===== src/shared/ccd_map.svh =====
// constants for the clock domain distribution block
`ifndef CCD_MAP_SVH
`define CCD_MAP_SVH

// source-select fuse codes (fuse bit reads 1 when unprogrammed)
`define CCD_SRC_LP_XTAL_MIN 4'h8
`define CCD_SRC_FS_XTAL_MIN 4'h6
`define CCD_SRC_LF_XTAL_MIN 4'h4
`define CCD_SRC_RC128K 4'h3
`define CCD_SRC_RC_CAL 4'h2
`define CCD_SRC_RESERVED 4'h1
`define CCD_SRC_EXT 4'h0

// sleep mode field codes
`define CCD_SLP_IDLE 3'h0
`define CCD_SLP_ADC_NR 3'h1
`define CCD_SLP_PDOWN 3'h2
`define CCD_SLP_PSAVE 3'h3
`define CCD_SLP_STBY 3'h6
`define CCD_SLP_EXT_STBY 3'h7

// start-up counts in oscillator cycles
`define CCD_SU_EXT_CK 16'h0006
`define CCD_SU_258_CK 16'h0102
`define CCD_SU_1K_CK 16'h0400
`define CCD_SU_16K_CK 16'h4000
`define CCD_SU_32K_CK 16'h8000

// largest prescaler division exponent
`define CCD_PRESC_MAX 4'h8

`endif


===== src/shared/ccd_pkg.sv =====
// types of the clock domain distribution block
package ccd_pkg;

  typedef enum logic [2:0] {
    CCD_OSC_LP_XTAL = 3'h0,
    CCD_OSC_FS_XTAL = 3'h1,
    CCD_OSC_LF_XTAL = 3'h2,
    CCD_OSC_RC128K = 3'h3,
    CCD_OSC_RC_CAL = 3'h4,
    CCD_OSC_EXT = 3'h5
  } ccd_osc_t;

  typedef enum logic [1:0] {
    CCD_ST_ACTIVE = 2'h0,
    CCD_ST_SLEEP = 2'h1,
    CCD_ST_STARTUP = 2'h2
  } ccd_state_t;

  // which domains run
  typedef struct packed {
    logic cpu;
    logic flash;
    logic io;
    logic adc;
    logic asy;
  } ccd_dom_t;

  // gated domain clocks
  typedef struct packed {
    logic cpu;
    logic flash;
    logic io;
    logic adc;
    logic two_wire_serial_port;
  } ccd_clk_t;

endpackage : ccd_pkg


===== src/ccd_clock_dist.sv =====
// clock source decode, prescaler, sleep control and gated domain clocks
`timescale 1ns/1ps
`default_nettype none
`include "ccd_map.svh"

module ccd_clock_dist #(
  parameter int unsigned SU_16K_CYCLES = `CCD_SU_16K_CK,
  parameter int unsigned SU_32K_CYCLES = `CCD_SU_32K_CK
) (
  // clock and reset
  input wire logic ref_clk_i,
  input wire logic rst_i,
  // fuses, raw levels
  input wire logic [3:0] clock_source_select_fuses_i,
  input wire logic [1:0] startup_time_fuses_i,
  // prescaler and sleep control from the core
  input wire logic [3:0] prescale_sel_i,
  input wire logic sleep_req_i,
  input wire logic [2:0] sleep_mode_i,
  input wire logic async_timer_en_i,
  // pins
  input wire logic wake_pin_i,
  input wire logic level_irq_pin_i,
  input wire logic async_timer_domain_clock_i,
  // domain clocks and status
  output ccd_pkg::ccd_clk_t dom_clk_o,
  output logic async_timer_tick_o,
  output ccd_pkg::ccd_dom_t dom_run_o,
  output ccd_pkg::ccd_osc_t clock_source_o,
  output logic fuse_reserved_o,
  output logic usi_start_async_o,
  output logic level_irq_o,
  output logic asleep_o
);
  import ccd_pkg::*;

  // decode of source-select code as read from the fuses
  function automatic ccd_osc_t osc_decode(input logic [3:0] code);
    if (code >= `CCD_SRC_LP_XTAL_MIN) osc_decode = CCD_OSC_LP_XTAL;
    else if (code >= `CCD_SRC_FS_XTAL_MIN) osc_decode = CCD_OSC_FS_XTAL;
    else if (code >= `CCD_SRC_LF_XTAL_MIN) osc_decode = CCD_OSC_LF_XTAL;
    else if (code == `CCD_SRC_RC128K) osc_decode = CCD_OSC_RC128K;
    else if (code == `CCD_SRC_EXT) osc_decode = CCD_OSC_EXT;
    else osc_decode = CCD_OSC_RC_CAL;
  endfunction : osc_decode

  // domains kept running by a sleep mode
  function automatic ccd_dom_t sleep_domains(input logic [2:0] mode);
    ccd_dom_t d;
    d = '0;
    unique case (mode)
      `CCD_SLP_IDLE: d = '{cpu: 1'b0, flash: 1'b0, io: 1'b1, adc: 1'b1, asy: 1'b1};
      `CCD_SLP_ADC_NR: d = '{cpu: 1'b0, flash: 1'b0, io: 1'b0, adc: 1'b1, asy: 1'b1};
      `CCD_SLP_PSAVE, `CCD_SLP_EXT_STBY: d = '{cpu: 1'b0, flash: 1'b0, io: 1'b0, adc: 1'b0, asy: 1'b1};
      `CCD_SLP_PDOWN, `CCD_SLP_STBY: d = '0;
      default: d = '{cpu: 1'b0, flash: 1'b0, io: 1'b1, adc: 1'b1, asy: 1'b1};
    endcase
    sleep_domains = d;
  endfunction : sleep_domains

  // pin synchronisers
  logic [2:0] pin_raw;
  logic [2:0] sync1_r;
  logic [2:0] sync2_r;
  assign pin_raw = {async_timer_domain_clock_i, level_irq_pin_i, wake_pin_i};
  genvar gi;
  generate
    for (gi = 0; gi < 3; gi++) begin : g_sync
      always_ff @(posedge ref_clk_i or posedge rst_i) begin
        if (rst_i) begin
          sync1_r[gi] <= 1'b0;
          sync2_r[gi] <= 1'b0;
        end else begin
          sync1_r[gi] <= pin_raw[gi];
          sync2_r[gi] <= sync1_r[gi];
        end
      end
    end
  endgenerate
  logic wake_s;
  logic level_s;
  logic asy_s;
  assign wake_s = sync2_r[0];
  assign level_s = sync2_r[1];
  assign asy_s = sync2_r[2];

  // fuses caught at the first edge after reset release
  logic fuse_ld_r;
  logic [3:0] src_fuse_r;
  logic [1:0] sut_fuse_r;
  always_ff @(posedge ref_clk_i or posedge rst_i) begin
    if (rst_i) begin
      fuse_ld_r <= 1'b0;
      src_fuse_r <= `CCD_SRC_RC_CAL;
      sut_fuse_r <= 2'h0;
    end else if (!fuse_ld_r) begin
      fuse_ld_r <= 1'b1;
      // bits kept as read: 1 unprogrammed, 0 programmed
      src_fuse_r <= clock_source_select_fuses_i;
      sut_fuse_r <= startup_time_fuses_i;
    end
  end

  ccd_osc_t osc;
  assign osc = osc_decode(src_fuse_r);
  assign clock_source_o = osc;
  // reserved code falls back to the calibrated rc and is flagged
  assign fuse_reserved_o = fuse_ld_r && (src_fuse_r == `CCD_SRC_RESERVED);

  // start-up length in cycles for the chosen source
  logic [15:0] su_len;
  always_comb begin
    su_len = `CCD_SU_EXT_CK;
    unique case (osc)
      CCD_OSC_LP_XTAL: begin
        if (!src_fuse_r[0] && sut_fuse_r <= 2'h1) su_len = `CCD_SU_258_CK;
        else if (!src_fuse_r[0] || sut_fuse_r == 2'h0) su_len = `CCD_SU_1K_CK;
        else su_len = SU_16K_CYCLES[15:0];
      end
      CCD_OSC_FS_XTAL: su_len = SU_16K_CYCLES[15:0];
      CCD_OSC_LF_XTAL: su_len = 16'(SU_32K_CYCLES - 1);
      CCD_OSC_RC128K, CCD_OSC_RC_CAL, CCD_OSC_EXT: su_len = `CCD_SU_EXT_CK;
    endcase
  end

  // system clock prescaler: one tick each 2^n reference cycles
  logic [7:0] presc_r;
  logic [7:0] presc_mask;
  logic sys_tick;
  logic [3:0] presc_exp;
  assign presc_exp = (prescale_sel_i > `CCD_PRESC_MAX) ? `CCD_PRESC_MAX : prescale_sel_i;
  assign presc_mask = 8'(9'h1ff >> (4'h9 - presc_exp));
  // one shared tick times every gated domain clock; the async timer tick follows its external clock
  assign sys_tick = ((presc_r & presc_mask) == presc_mask);
  always_ff @(posedge ref_clk_i or posedge rst_i) begin
    if (rst_i) presc_r <= 8'h00;
    else presc_r <= presc_r + 8'h01;
  end

  // sleep state machine
  ccd_state_t state_r;
  logic [2:0] mode_r;
  logic [15:0] su_cnt_r;
  logic su_needed;
  assign su_needed = (mode_r == `CCD_SLP_PDOWN) || (mode_r == `CCD_SLP_PSAVE);
  always_ff @(posedge ref_clk_i or posedge rst_i) begin
    if (rst_i) begin
      state_r <= CCD_ST_ACTIVE;
      mode_r <= `CCD_SLP_IDLE;
      su_cnt_r <= 16'h0000;
    end else begin
      unique case (state_r)
        CCD_ST_ACTIVE: begin
          if (sleep_req_i) begin
            state_r <= CCD_ST_SLEEP;
            mode_r <= sleep_mode_i;
          end
        end
        CCD_ST_SLEEP: begin
          if (wake_s || level_s) begin
            su_cnt_r <= 16'h0000;
            state_r <= su_needed ? CCD_ST_STARTUP : CCD_ST_ACTIVE;
          end
        end
        CCD_ST_STARTUP: begin
          su_cnt_r <= su_cnt_r + 16'h0001;
          if (su_cnt_r >= su_len) state_r <= CCD_ST_ACTIVE;
        end
        default: state_r <= CCD_ST_ACTIVE;
      endcase
    end
  end

  // level checked at start-up end; a vanished level gives no interrupt
  logic level_irq_r;
  always_ff @(posedge ref_clk_i or posedge rst_i) begin
    if (rst_i) level_irq_r <= 1'b0;
    else level_irq_r <= (state_r == CCD_ST_STARTUP) && (su_cnt_r >= su_len) && level_s;
  end
  assign level_irq_o = level_irq_r;

  // domain run flags from the state and sleep mode
  ccd_dom_t run;
  always_comb begin
    run = '{cpu: 1'b1, flash: 1'b1, io: 1'b1, adc: 1'b1, asy: 1'b1};
    if (state_r != CCD_ST_ACTIVE) run = sleep_domains(mode_r);
    run.flash = run.cpu;
    // async timer runs only when enabled; power-down and standby stop it
    run.asy = run.asy && async_timer_en_i;
    // converter keeps its clock in noise reduction sleep
    if (state_r != CCD_ST_ACTIVE && mode_r == `CCD_SLP_ADC_NR) run.adc = 1'b1;
  end
  assign dom_run_o = run;
  assign asleep_o = (state_r != CCD_ST_ACTIVE);

  // start detector switches to asynchronous mode with io halted
  assign usi_start_async_o = !run.io;

  // gate enables for cpu, flash, io, adc, two-wire address logic
  logic [4:0] gate_want;
  logic [4:0] gate_r;
  // per-domain requests, two-wire never gated by sleep
  assign gate_want = {run.cpu, run.flash, run.io, run.adc, 1'b1} & {5{sys_tick}};
  generate
    for (gi = 0; gi < 5; gi++) begin : g_gate
      // enable updated on the falling edge, so only while clock is low
      always_ff @(negedge ref_clk_i or posedge rst_i) begin
        if (rst_i) gate_r[gi] <= 1'b0;
        else gate_r[gi] <= gate_want[gi];
      end
    end
  endgenerate
  assign dom_clk_o = ccd_clk_t'(gate_r & {5{ref_clk_i}});

  // async timer tick from the external clock rising edge
  logic asy_prev_r;
  logic asy_tick_r;
  always_ff @(posedge ref_clk_i or posedge rst_i) begin
    if (rst_i) begin
      asy_prev_r <= 1'b0;
      asy_tick_r <= 1'b0;
    end else begin
      asy_prev_r <= asy_s;
      asy_tick_r <= asy_s && !asy_prev_r && run.asy;
    end
  end
  assign async_timer_tick_o = asy_tick_r;

endmodule : ccd_clock_dist
`default_nettype wire


===== config.mk =====
export PLATFORM = sky130hd
export DESIGN_NAME = ccd_clock_dist
export DESIGN_NICKNAME = d
export VERILOG_FILES = /design/src/shared/ccd_pkg.sv /design/src/ccd_clock_dist.sv
export VERILOG_INCLUDE_DIRS = /design/src /design/src/shared
export SDC_FILE = /design/constraint.sdc
export NUM_CORES = 1
export LEC_CHECK = 0
export BUFFER_PORTS_ARGS = -buffer_cell sky130_fd_sc_hd__buf_2
export CAP_MARGIN = 20
export CORE_MARGIN = 3
export CORE_UTILIZATION = 50
export DETAILED_ROUTE_END_ITERATION = 12
export PLACE_DENSITY = 0.71
export SLEW_MARGIN = 25
export SYNTH_ARGS = -nofsm -noshare
export SYNTH_HDL_FRONTEND = slang
export SYNTH_SLANG_ARGS = --single-unit

===== constraint.sdc =====
create_clock -name ref_clk_i -period 5.2 [get_ports ref_clk_i]
set_clock_uncertainty 0.05 [all_clocks]
set_input_delay 1.04 -clock ref_clk_i [delete_from_list [all_inputs] [get_ports ref_clk_i]]
set_output_delay 1.04 -clock ref_clk_i [all_outputs]
set_load 0.02 [all_outputs]

## After elaboration in Yosys (flattened, before gate mapping)

Cells that the tools add are included.

| word-level totals | value |
|---|---|
| output and inout port bits | 18 |
| word-level logic and storage cells | 97 |
| flip-flop bits (word level) | 50 |
| input bits | 20 |

| cells by class | value |
|---|---|
| reduce and logical (&&, ||, !) cells | 26 |
| shifts and indexed selects | 1 |
| eq/ne operators | 18 |
| bitwise logic cells | 3 |
| $add $sub $neg | 3 |
| multiplexer cells | 19 |
| $lt $le $gt $ge | 6 |

Operator list:

| operator | count |
|---|---|
| 16-bit case mux with 4 select lines | 1 |
| 16-bit case mux with 2 select lines | 1 |
| 15-bit 2-to-1 mux | 2 |
| 16-bit by 1-bit adder with 16-bit output, second input constant | 1 |
| 16-bit >= comparator | 1 |
| 16-bit 2-to-1 mux | 1 |
| 3-bit by 2-bit equality test with 1-bit output, second input constant | 4 |
| 3-bit equality test, second input constant | 4 |
| 3-bit 2-to-1 mux | 4 |
| 5-bit bitwise AND | 2 |
| 3-bit case mux with 3 select lines | 1 |
| 9-bit by 4-bit >> shifter with 8-bit output, first input constant | 1 |
| 8-bit by 1-bit adder with 8-bit output, second input constant | 1 |
| 8-bit bitwise AND | 1 |
| 8-bit equality test | 1 |
| 4-bit by 3-bit >= comparator with 1-bit output, second input constant | 2 |
| 1-bit logical AND | 8 |
| 2-bit 2-to-1 mux | 4 |
| 3-bit by 1-bit equality test with 1-bit output, second input constant | 2 |
| 2-bit != test, second input constant | 3 |
| 2-bit case mux with 3 select lines | 1 |
| 5-bit 2-to-1 mux | 1 |
| 4-bit by 1-bit equality test with 1-bit output, second input constant | 1 |
| 4-bit by 2-bit equality test with 1-bit output, second input constant | 1 |
| 18 further kinds | 27 |

## Depth between registers and ports, before layout

Gate-level depths: netlist of the first run.

| depth | value |
|---|---|
| depth in word-level cells | 12 |
| depth in mapped cells | 9 |
| gate-level depth less buffers | 8 |

==> flow_summary.json, run 1 <==
{
  "setup_viol": 0,
  "fp.dieW_um": 78.0,
  "postRouteAntennaNets": 0,
  "dieArea_um2": 6080,
  "grt_max_degree": 29,
  "ys_warn_count": 0,
  "rsz0062_at_grt": "no",
  "hold_path.class": "flip-flop to flip-flop",
  "grt.overflow.total": 0,
  "synthesis.area_um2": 2590,
  "synth_ff_type": "dfrtp_1",
  "ys_seq_elements": 49,
  "grt_first_pass_wirelength_um": 8790,
  "slew_viol_final": 0,
  "wl_per_cell_um": 13.5,
  "fin_cells": 372,
  "vdd_ir_drop_max_mv": 0.245,
  "r2r_end": "gate_r[3]",
  "critPathKind": "flip-flop to output pin",
  "antenna_found_initial": 0,
  "status": "finished clean",
  "insertion_delay_ps": 420,
  "setup.worst_path.start_class": "flip-flop",
  "setup_ws_ps": 150,
  "cp.depth": 4,
  "track_usage": 0.191,
  "cpMaxStageDelayCell": "dfrtn_1",
  "cp_slowest_stage_delay_ps": 400,
  "vias": 2013,
  "grt_use_met3": 0.0777,
  "grt_pass1_vias": 2006,
  "reg2reg_depth": 4,
  "syn_nets": 293,
  "grt-busiest-layer": "met2",
  "path_delay_family": "flip-flops",
  "crit_top_cell": "clkbuf_8",
  "cp_max_fo": 2,
  "ctsHoldBuffers": 0,
  "drt_iter0_markers": 92,
  "leakage_nw": 1.54,
  "async_flop_share": 1.00,
  "syn_inst": 253,
  "core_area_um2": 4880,
  "vias_per_cell": 5.41,
  "hold_end": "wake_s",
  "area_delta_synth_final_pct": 19.3,
  "drive_above_1_share": 0.246,
  "drv_cap": 0,
  "io_pins": 38,
  "pre_cts_slack_ps": -22.2,
  "synth_top_area_share": 0.425,
  "rows": 25,
  "cts_setup_buffers": 0,
  "grt_use_met2": 0.290,
  "hp-start": "sync1_r[0]",
  "fin_hold_ws_ps": 306,
  "arrival_ps": 3960,
  "finalInstanceArea_um2": 3090,
  "critPathBufInv": 3,
  "yosys-top-cells-area": "dfrtp_1 42%, ha_1 9.7%, o21ai_0 4.1%, mux2_2 3.9%, dfrtn_1 3.9%",
  "r2r-start": "presc_r[0]",
  "placed_area_um2": 2860,
  "die_h_um": 78.0,
  "n_antenna_cell": 0,
  "grt_use_met1": 0.221,
  "hold_depth": 0,
  "path_cells": "and2_1 > clkbuf_8 > clkbuf_8 > buf_2",
  "cp.required_ps": 4110,
  "ctsResizeCount": 0,
  "dp.cells": 354,
  "start_util": 0.531,
  "drc": 0,
  "synth_cell_types": 50,
  "hold_viol": 0,
  "nets": 344,
  "synth_edf_count": 0,
  "r2r_slack_ps": 1180,
  "dp_hpwl_um": 3610,
  "clkTransAtPathRegs_ps": 100,
  "synth_largest_area_cell": "dfrtp_1",
  "dr.pass1.iters": 4,
  "io_buffers": 37,
  "postSynthAreaPerCell_um2": 10.2,
  "powerDensity_nw_per_um2": 388,
  "wirelength_um": 5020,
  "seq_area_frac_synth": 0.474,
  "end_kind": "output pin",
  "gp_congestion": 0.779,
  "cts_tree": "yes"
}
[worst max path at each step]
| stage | startpoint | to | slack (ps) |
|---|---|---|---|
| floorplan | prescale_sel_i[3] | gate_r[2] | 200 |
| global placement | prescale_sel_i[3] | gate_r[2] | 20 |
| detailed placement | prescale_sel_i[3] | gate_r[3] | -20 |
| CTS | gate_r[3] | dom_clk_o[4] | 140 |
| global route | gate_r[3] | dom_clk_o[3] | 110 |
| finish | gate_r[3] | dom_clk_o[4] | 150 |
[cell families (layout without fill, tap and decap cells)]
| group | Yosys count | after routing | share of synthesized area |
|---|---|---|---|
| AND/OR/NAND/NOR | 85 | 85 | 0.177 |
| AO/OA/AOI/OAI | 56 | 56 | 0.133 |
| flip-flops | 49 | 49 | 0.474 |
| buffers and inverters | 21 | 73 | 0.0352 |
| adder cells (fa/ha/maj) | 20 | 20 | 0.0966 |
| multiplexers | 15 | 15 | 0.0623 |
| XOR/XNOR | 6 | 6 | 0.0203 |
| other | 1 | 1 | 0.00145 |
[worst reg2reg max path: stages (launching register included)]
cell and delay (ps):
dfrtp_1 450, nor4b_1 300, nor3_1 70, a21oi_1 270, a21oi_1 120
[flip-flops by register name (all words and copies together), names as in the netlist, 2 cells and up]
name        flops
sut_fuse_r      2
sync1_r         3
gate_r          4
su_cnt_r       16
state_r         2
presc_r         8
src_fuse_r      4
mode_r          3
[cells in the mapped netlist (all sizes together) (2+ instances only)]
library cell	n
dfrtp	44
nand2	25
o21ai	21
ha	20
a21oi	13
inv	13
nor2	12
mux2	9
nand3	9
nand4	7
and2	6
buf	6
mux2i	6
nand2b	6
and4	4
dfrtn	4
xnor2	4
a211oi	3
a31oi	3
nor3	3
nor3b	3
a41oi	2
and3	2
clkbuf	2
o21a	2
o31ai	2
or2	2
xor2	2
[final cells by class]
class                   instances  area, µm²
fillers                       404       1790
multi-input cells             183       1270
flip-flops and latches         49       1230
clock buffers                  20        231
repair buffers                 37        198
well taps                      67       83.8
inverters                      13       48.8
clock inverters                 3       28.8
[cells in the final DEF (no fill, tap or decap), types with 4 or more instances in the layout]
cell type and instances:
buf_2 37, clkbuf_8 15, nand2b_1 5, nand4_1 7
buf_4 5, dfrtn_1 4, nand2_1 25, xnor2_1 4
nand3_1 9, mux2_2 9, mux2i_1 6, dfrtp_1 44
a21oi_1 13, nor2_1 12, and2_1 4, inv_1 12
ha_1 20, o21ai_0 21
[per-layer routing]
metal,up-vias,routed length [µm]
met5,-,0
li1,1013,-
met4,0,127
met3,13,173
met2,37,2460
met1,950,2260
[stage by stage]
step | power (mW) | setup TNS (ps) | util
global route | 1.28 | 0 | 0.633
global placement | 0.785 | 0 | 0.585
finish | 1.20 | 0 | 0.633
CTS | 1.22 | 0 | 0.633
detailed placement | 0.792 | -30.3 | 0.585
floorplan | 0.705 | 0 | -
[report_power, final]
group | leakage, nW | switching (mW) | internal, mW
sequential | 0.621 | 0.0408 | 0.423
clock | 0.159 | 0.211 | 0.250
combinational | 0.760 | 0.165 | 0.108
total | 1.54 | 0.416 | 0.782
(Power assumes the default switching activity.)
==> run 2, diff against run 1 <==
- REMOVE_ABC_BUFFERS: default -> 1
==> run 2 against run 1 <==
Die area unchanged. Via count decreased by 1.0%. Count of clock-buffer cells in the layout increased by 1.
==> flow_summary.json, run 2 (synthesis results as in run 1) <==
{
  "status": "finished clean",
  "placed_area_um2": 2850,
  "slew_viol_final": 0,
  "fillers": 434,
  "ctsResizeCount": 0,
  "power.switching_uw": 406,
  "leakage_nw": 1.53,
  "wl_per_cell_um": 13.6,
  "grt_pass1_vias": 2049,
  "start_util": 0.531,
  "drc": 0,
  "cp_max_fo": 2,
  "fp.dieW_um": 78.0,
  "netSwitchingFraction": 0.339,
  "setup.worst_path.start_class": "flip-flop",
  "drive_above_1_share": 0.243,
  "grt.overflow.total": 0,
  "dp.cells": 353,
  "clkTransAtPathRegs_ps": 90,
  "drt_iter0_markers": 125,
  "r2r_slack_ps": 1180,
  "pwr-share-comb": 0.228,
  "hold_viol": 0,
  "worst_pin_slew_ps": 551,
  "hold_path.class": "flip-flop to flip-flop",
  "rsz0062_at_grt": "no",
  "ctsHoldBuffers": 0,
  "wirelength_um": 5050,
  "multiInputGateArea_um2": 1270,
  "vdd_ir_drop_max_mv": 0.226,
  "powerDensity_nw_per_um2": 388,
  "setup_viol": 0,
  "gp_congestion": 0.782,
  "grt_first_pass_wirelength_um": 9160,
  "most-common-layout-cells": "44 x dfrtp_1, 37 x buf_2, 25 x nand2_1",
  "p_int_uw": 790,
  "arrival_ps": 3950,
  "io_buffers": 37,
  "antenna_found_initial": 0,
  "insertion_delay_ps": 410,
  "cp.required_ps": 4110,
  "vias_per_cell": 5.37,
  "regMostFlops": "su_cnt_r",
  "largestRegisters": "su_cnt_r (16), presc_r (8)",
  "dr.pass1.iters": 6,
  "largest_register_ffs": 16,
  "p_seq_frac": 0.386,
  "track_usage": 0.197,
  "dp_hpwl_um": 3560,
  "postRouteAntennaNets": 0,
  "cts_tree": "yes",
  "n_antenna_cell": 0,
  "clockPowerShare": 0.386,
  "rows": 25,
  "fin_cells": 371,
  "finalInstanceArea_um2": 3080,
  "grt_max_degree": 46,
  "cts_setup_buffers": 0,
  "slew_headroom": 0.633,
  "nets": 343,
  "regArea_um2": 1230,
  "end_kind": "output pin",
  "core_area_um2": 4880,
  "vias": 1992,
  "area_delta_synth_final_pct": 19.0,
  "critPathKind": "flip-flop to output pin",
  "drv_cap": 0,
  "die_h_um": 78.0,
  "fin_tns_setup_ps": 0,
  "dieArea_um2": 6080,
  "final_common_cell": "dfrtp_1",
  "io_pins": 38
}
-- run 2: cell count changes in the layout (fill, tap and decap cells not counted) --
cell,previous run,this run
inv_8,1,0
clkinvlp_4,0,1
clkinv_4,1,0
clkbuf_8,15,16
buf_4,5,4
-- run 2: metal layers --
metal,part of all wire,wire [µm],up-vias,track usage
met2,0.46,2310,42,0.279
met4,0.025,125,0,0.138
li1,-,-,1005,-
met3,0.046,232,14,0.0893
met5,0,0,-,0
met1,0.47,2380,931,0.237
-- run 2: power by group through the flow --
| stage | Combinational (mW) | Clock, mW | Sequential, mW |
|---|---|---|---|
| 2_1_floorplan | 0.197 | 0.0327 | 0.460 |
| 3_3_place_gp | 0.270 | 0.0461 | 0.468 |
| 3_5_place_dp | 0.275 | 0.0461 | 0.468 |
| 4_1_cts | 0.276 | 0.479 | 0.461 |
| 5_1_grt | 0.306 | 0.503 | 0.467 |
| 6_report | 0.272 | 0.462 | 0.462 |
-- run 2: critical path: stages, from the launching register on --
cell and delay [ps]:
dfrtn_1 400, and2_1 140, clkbuf_8 130, clkbuf_8 100, buf_2 150
-- run 2: cell type report --
cell class	count	area share
multi-input cells	183	0.413
flip-flops and latches	49	0.398
clock buffers	21	0.0795
repair buffers	36	0.0617
well taps	67	0.0272
inverters	13	0.0158
clock inverters	2	0.00527
-- run 2: final timing paths --
| kind | startpoint | endpoint | cells after the start |
|---|---|---|---|
| setup / recovery | gate_r[3] | dom_clk_o[4] | 4 |
| hold / removal | sync1_r[2] | asy_s | 0 |
| setup reg to reg | presc_r[0] | gate_r[3] | 4 |
| hold reg to reg | sync1_r[2] | asy_s | 0 |
| max in group asynchronous | rst_i | gate_r[3] | 2 |
| min in group asynchronous | rst_i | state_r[1] | 3 |
-- run 2: per-stage QoR --
step / power, mW / hold slack, ps / util / setup slack [ps]
2_1_floorplan: 0.689 / 281 / - / 195
3_3_place_gp: 0.785 / 283 / 0.584 / 18.6
3_5_place_dp: 0.789 / 285 / 0.584 / -45.0
4_1_cts: 1.22 / 306 / 0.632 / 150
5_1_grt: 1.28 / 314 / 0.632 / 105
6_report: 1.20 / 304 / 0.632 / 164
==> run 3, diff against run 2 <==
- ABC_AREA: default -> 1
==> run 3 against run 2 <==
Worst setup slack gained 5.8 ps. Design area is 5.7% higher. Sequential power is 2% lower. Non-clock buffer count down 3. Clock power down 2%. Sequential cell count unchanged. Total power about the same. Hold slack about the same. Die area is 6.3% higher. Sequential share of layout area fell by 2.1 points. Register-to-register slack improved by 230 ps. Cell count grew 27%.
==> flow_summary.json, run 3 <==
{
  "fin_cells": 471,
  "critPathKind": "flip-flop to output pin",
  "vdd_ir_drop_max_mv": 0.437,
  "cts_tree": "yes",
  "postSynthAreaPerCell_um2": 8.00,
  "ctsHoldBuffers": 0,
  "hold_path.class": "flip-flop to flip-flop",
  "worstSetupEndpoint": "dom_clk_o[4]",
  "fin_tns_setup_ps": 0,
  "cp.depth": 5,
  "start_util": 0.529,
  "clkTransAtPathRegs_ps": 80,
  "cp_slowest_stage_delay_ps": 400,
  "synth_top_area_share": 0.398,
  "synth_cell_types": 32,
  "r2r_slack_ps": 1410,
  "synth_common_cells": "85 x nand2_1, 66 x inv_1, 44 x dfrtp_1",
  "grt_pass1_vias": 2220,
  "grt_max_degree": 46,
  "synthesis.area_um2": 2770,
  "grt.overflow.total": 0,
  "path_delay_family": "buffers and inverters",
  "finalInstanceArea_um2": 3260,
  "drt_iter0_markers": 119,
  "crit_top_cell": "clkbuf_8",
  "cts_setup_buffers": 0,
  "drc": 0,
  "wirelength_um": 5400,
  "routed.top_layer": "met4",
  "dp.cells": 452,
  "setup.worst_path.start_class": "flip-flop",
  "leakage_nw": 1.90,
  "yosysMostFrequentCell": "nand2_1",
  "ctsResizeCount": 0,
  "ys_warn_count": 0,
  "seq_area_frac_synth": 0.443,
  "crit_start": "gate_r[3]",
  "final_common_cell": "nand2_1",
  "setup_viol": 0,
  "cp.required_ps": 4110,
  "cp_max_fo": 2,
  "synth_edf_count": 0,
  "insertion_delay_ps": 400,
  "drive_above_1_share": 0.175,
  "area_delta_synth_final_pct": 17.7,
  "io_pins": 38,
  "final_util": 0.622,
  "core_area_um2": 5240,
  "r2r_end": "gate_r[1]",
  "fp.dieW_um": 80.4,
  "placed_area_um2": 3030,
  "met2_length_um": 2580,
  "io_buffers": 37,
  "slew_headroom": 0.628,
  "drv_cap": 0,
  "syn_inst": 346,
  "wl_per_cell_um": 11.5,
  "path_cells": "nand2_1 > clkbuf_8 > clkbuf_8 > inv_1 > buf_2",
  "nets": 440,
  "vias": 2284,
  "gp_congestion": 0.868,
  "slew_viol_final": 0,
  "ys_seq_elements": 49,
  "arrival_ps": 3940,
  "dr.pass1.iters": 4,
  "track_usage": 0.189,
  "rows": 26,
  "cpMaxStageDelayCell": "dfrtn_1",
  "wl_met3_um": 262,
  "async_flop_share": 1.00,
  "rsz0062_at_grt": "no",
  "vias_per_cell": 4.85,
  "end_kind": "output pin",
  "n_antenna_cell": 0,
  "synth_ff_type": "dfrtp_1",
  "dieArea_um2": 6470,
  "r2r-start": "presc_r[3]",
  "synth_largest_area_cell": "dfrtp_1",
  "dp_hpwl_um": 3950,
  "largestRegisters": "su_cnt_r (16), presc_r (8)",
  "powerDensity_nw_per_um2": 367,
  "grt_first_pass_wirelength_um": 9380,
  "regMostFlops": "su_cnt_r",
  "yosys-top-cells-area": "dfrtp_1 40%, nand2_1 12%, ha_1 9.0%, inv_1 8.9%, nor2_1 4.1%",
  "antenna_found_initial": 0,
  "critPathBufInv": 4,
  "most-common-layout-cells": "85 x nand2_1, 66 x inv_1, 44 x dfrtp_1",
  "hold_depth": 0,
  "worst_pin_slew_ps": 558,
  "postRouteAntennaNets": 0,
  "reg2reg_depth": 3,
  "wl_met1_um": 2470,
  "status": "finished clean",
  "die_h_um": 80.4,
  "largest_register_ffs": 16,
  "hold_viol": 0
}
[run 3: changes by cell type in the layout (fill, tap and decap cells not counted), moves of 4 or more]
| cell | before | now |
|---|---|---|
| a21oi_1 | 13 | 19 |
| and2_1 | 4 | 0 |
| inv_1 | 12 | 66 |
| mux2_2 | 9 | 1 |
| mux2i_1 | 6 | 0 |
| nand2_1 | 25 | 85 |
| nand2b_1 | 5 | 0 |
| nand3_1 | 9 | 15 |
| nor2_1 | 12 | 30 |
| xor2_1 | 2 | 9 |
[run 3: how the worst min path moves through the flow]
stage,start,endpoint,slack (ps)
2_1_floorplan,sync1_r[2],asy_s,280
3_3_place_gp,sync1_r[2],asy_s,280
3_5_place_dp,sync1_r[0],wake_s,280
4_1_cts,sync1_r[0],wake_s,300
5_1_grt,sync1_r[1],level_s,310
6_report,sync1_r[0],wake_s,300
[run 3: layer usage]
layer  global-route usage  vias up
met5                    0        -
met3               0.0583       10
li1                     -     1177
met1                0.235     1034
met2                0.291       63
met4                0.105        0
[run 3: cells by family (layout without fill, tap and decap cells)]
family	Yosys count	count (layout)	share of synthesized area
adder cells (fa/ha/maj)	20	20	0.0904
flip-flops	49	49	0.443
multiplexers	1	1	0.00407
XOR/XNOR	11	11	0.0348
AO/OA/AOI/OAI	45	45	0.0868
buffers and inverters	70	125	0.0976
other	1	1	0.00135
AND/OR/NAND/NOR	149	149	0.242
[run 3: metrics by stage]
| step | worst slack [ps] | hold WS [ps] | power (mW) |
|---|---|---|---|
| after floorplan | 364 | 281 | 0.698 |
| after global placement | 163 | 283 | 0.799 |
| after detailed placement | 108 | 285 | 0.807 |
| after CTS | 152 | 305 | 1.21 |
| after global routing | 99.2 | 312 | 1.28 |
| final | 169 | 304 | 1.20 |
[run 3: where the power goes]
group / leakage, nW / internal [mW] / total (mW) / switching (mW)
registers: 0.621 / 0.424 / 0.454 / 0.0310
logic: 1.10 / 0.0901 / 0.288 / 0.197
clock network: 0.186 / 0.251 / 0.454 / 0.203
total: 1.90 / 0.765 / 1.20 / 0.432
[run 3: area by class of cell]
cell class              instances  area (µm²)
fillers                       451        1980
multi-input cells             227        1270
flip-flops and latches         49        1230
inverters                      64         240
clock buffers                  22         239
repair buffers                 33         168
well taps                      70        87.6
clock inverters                 6        26.3
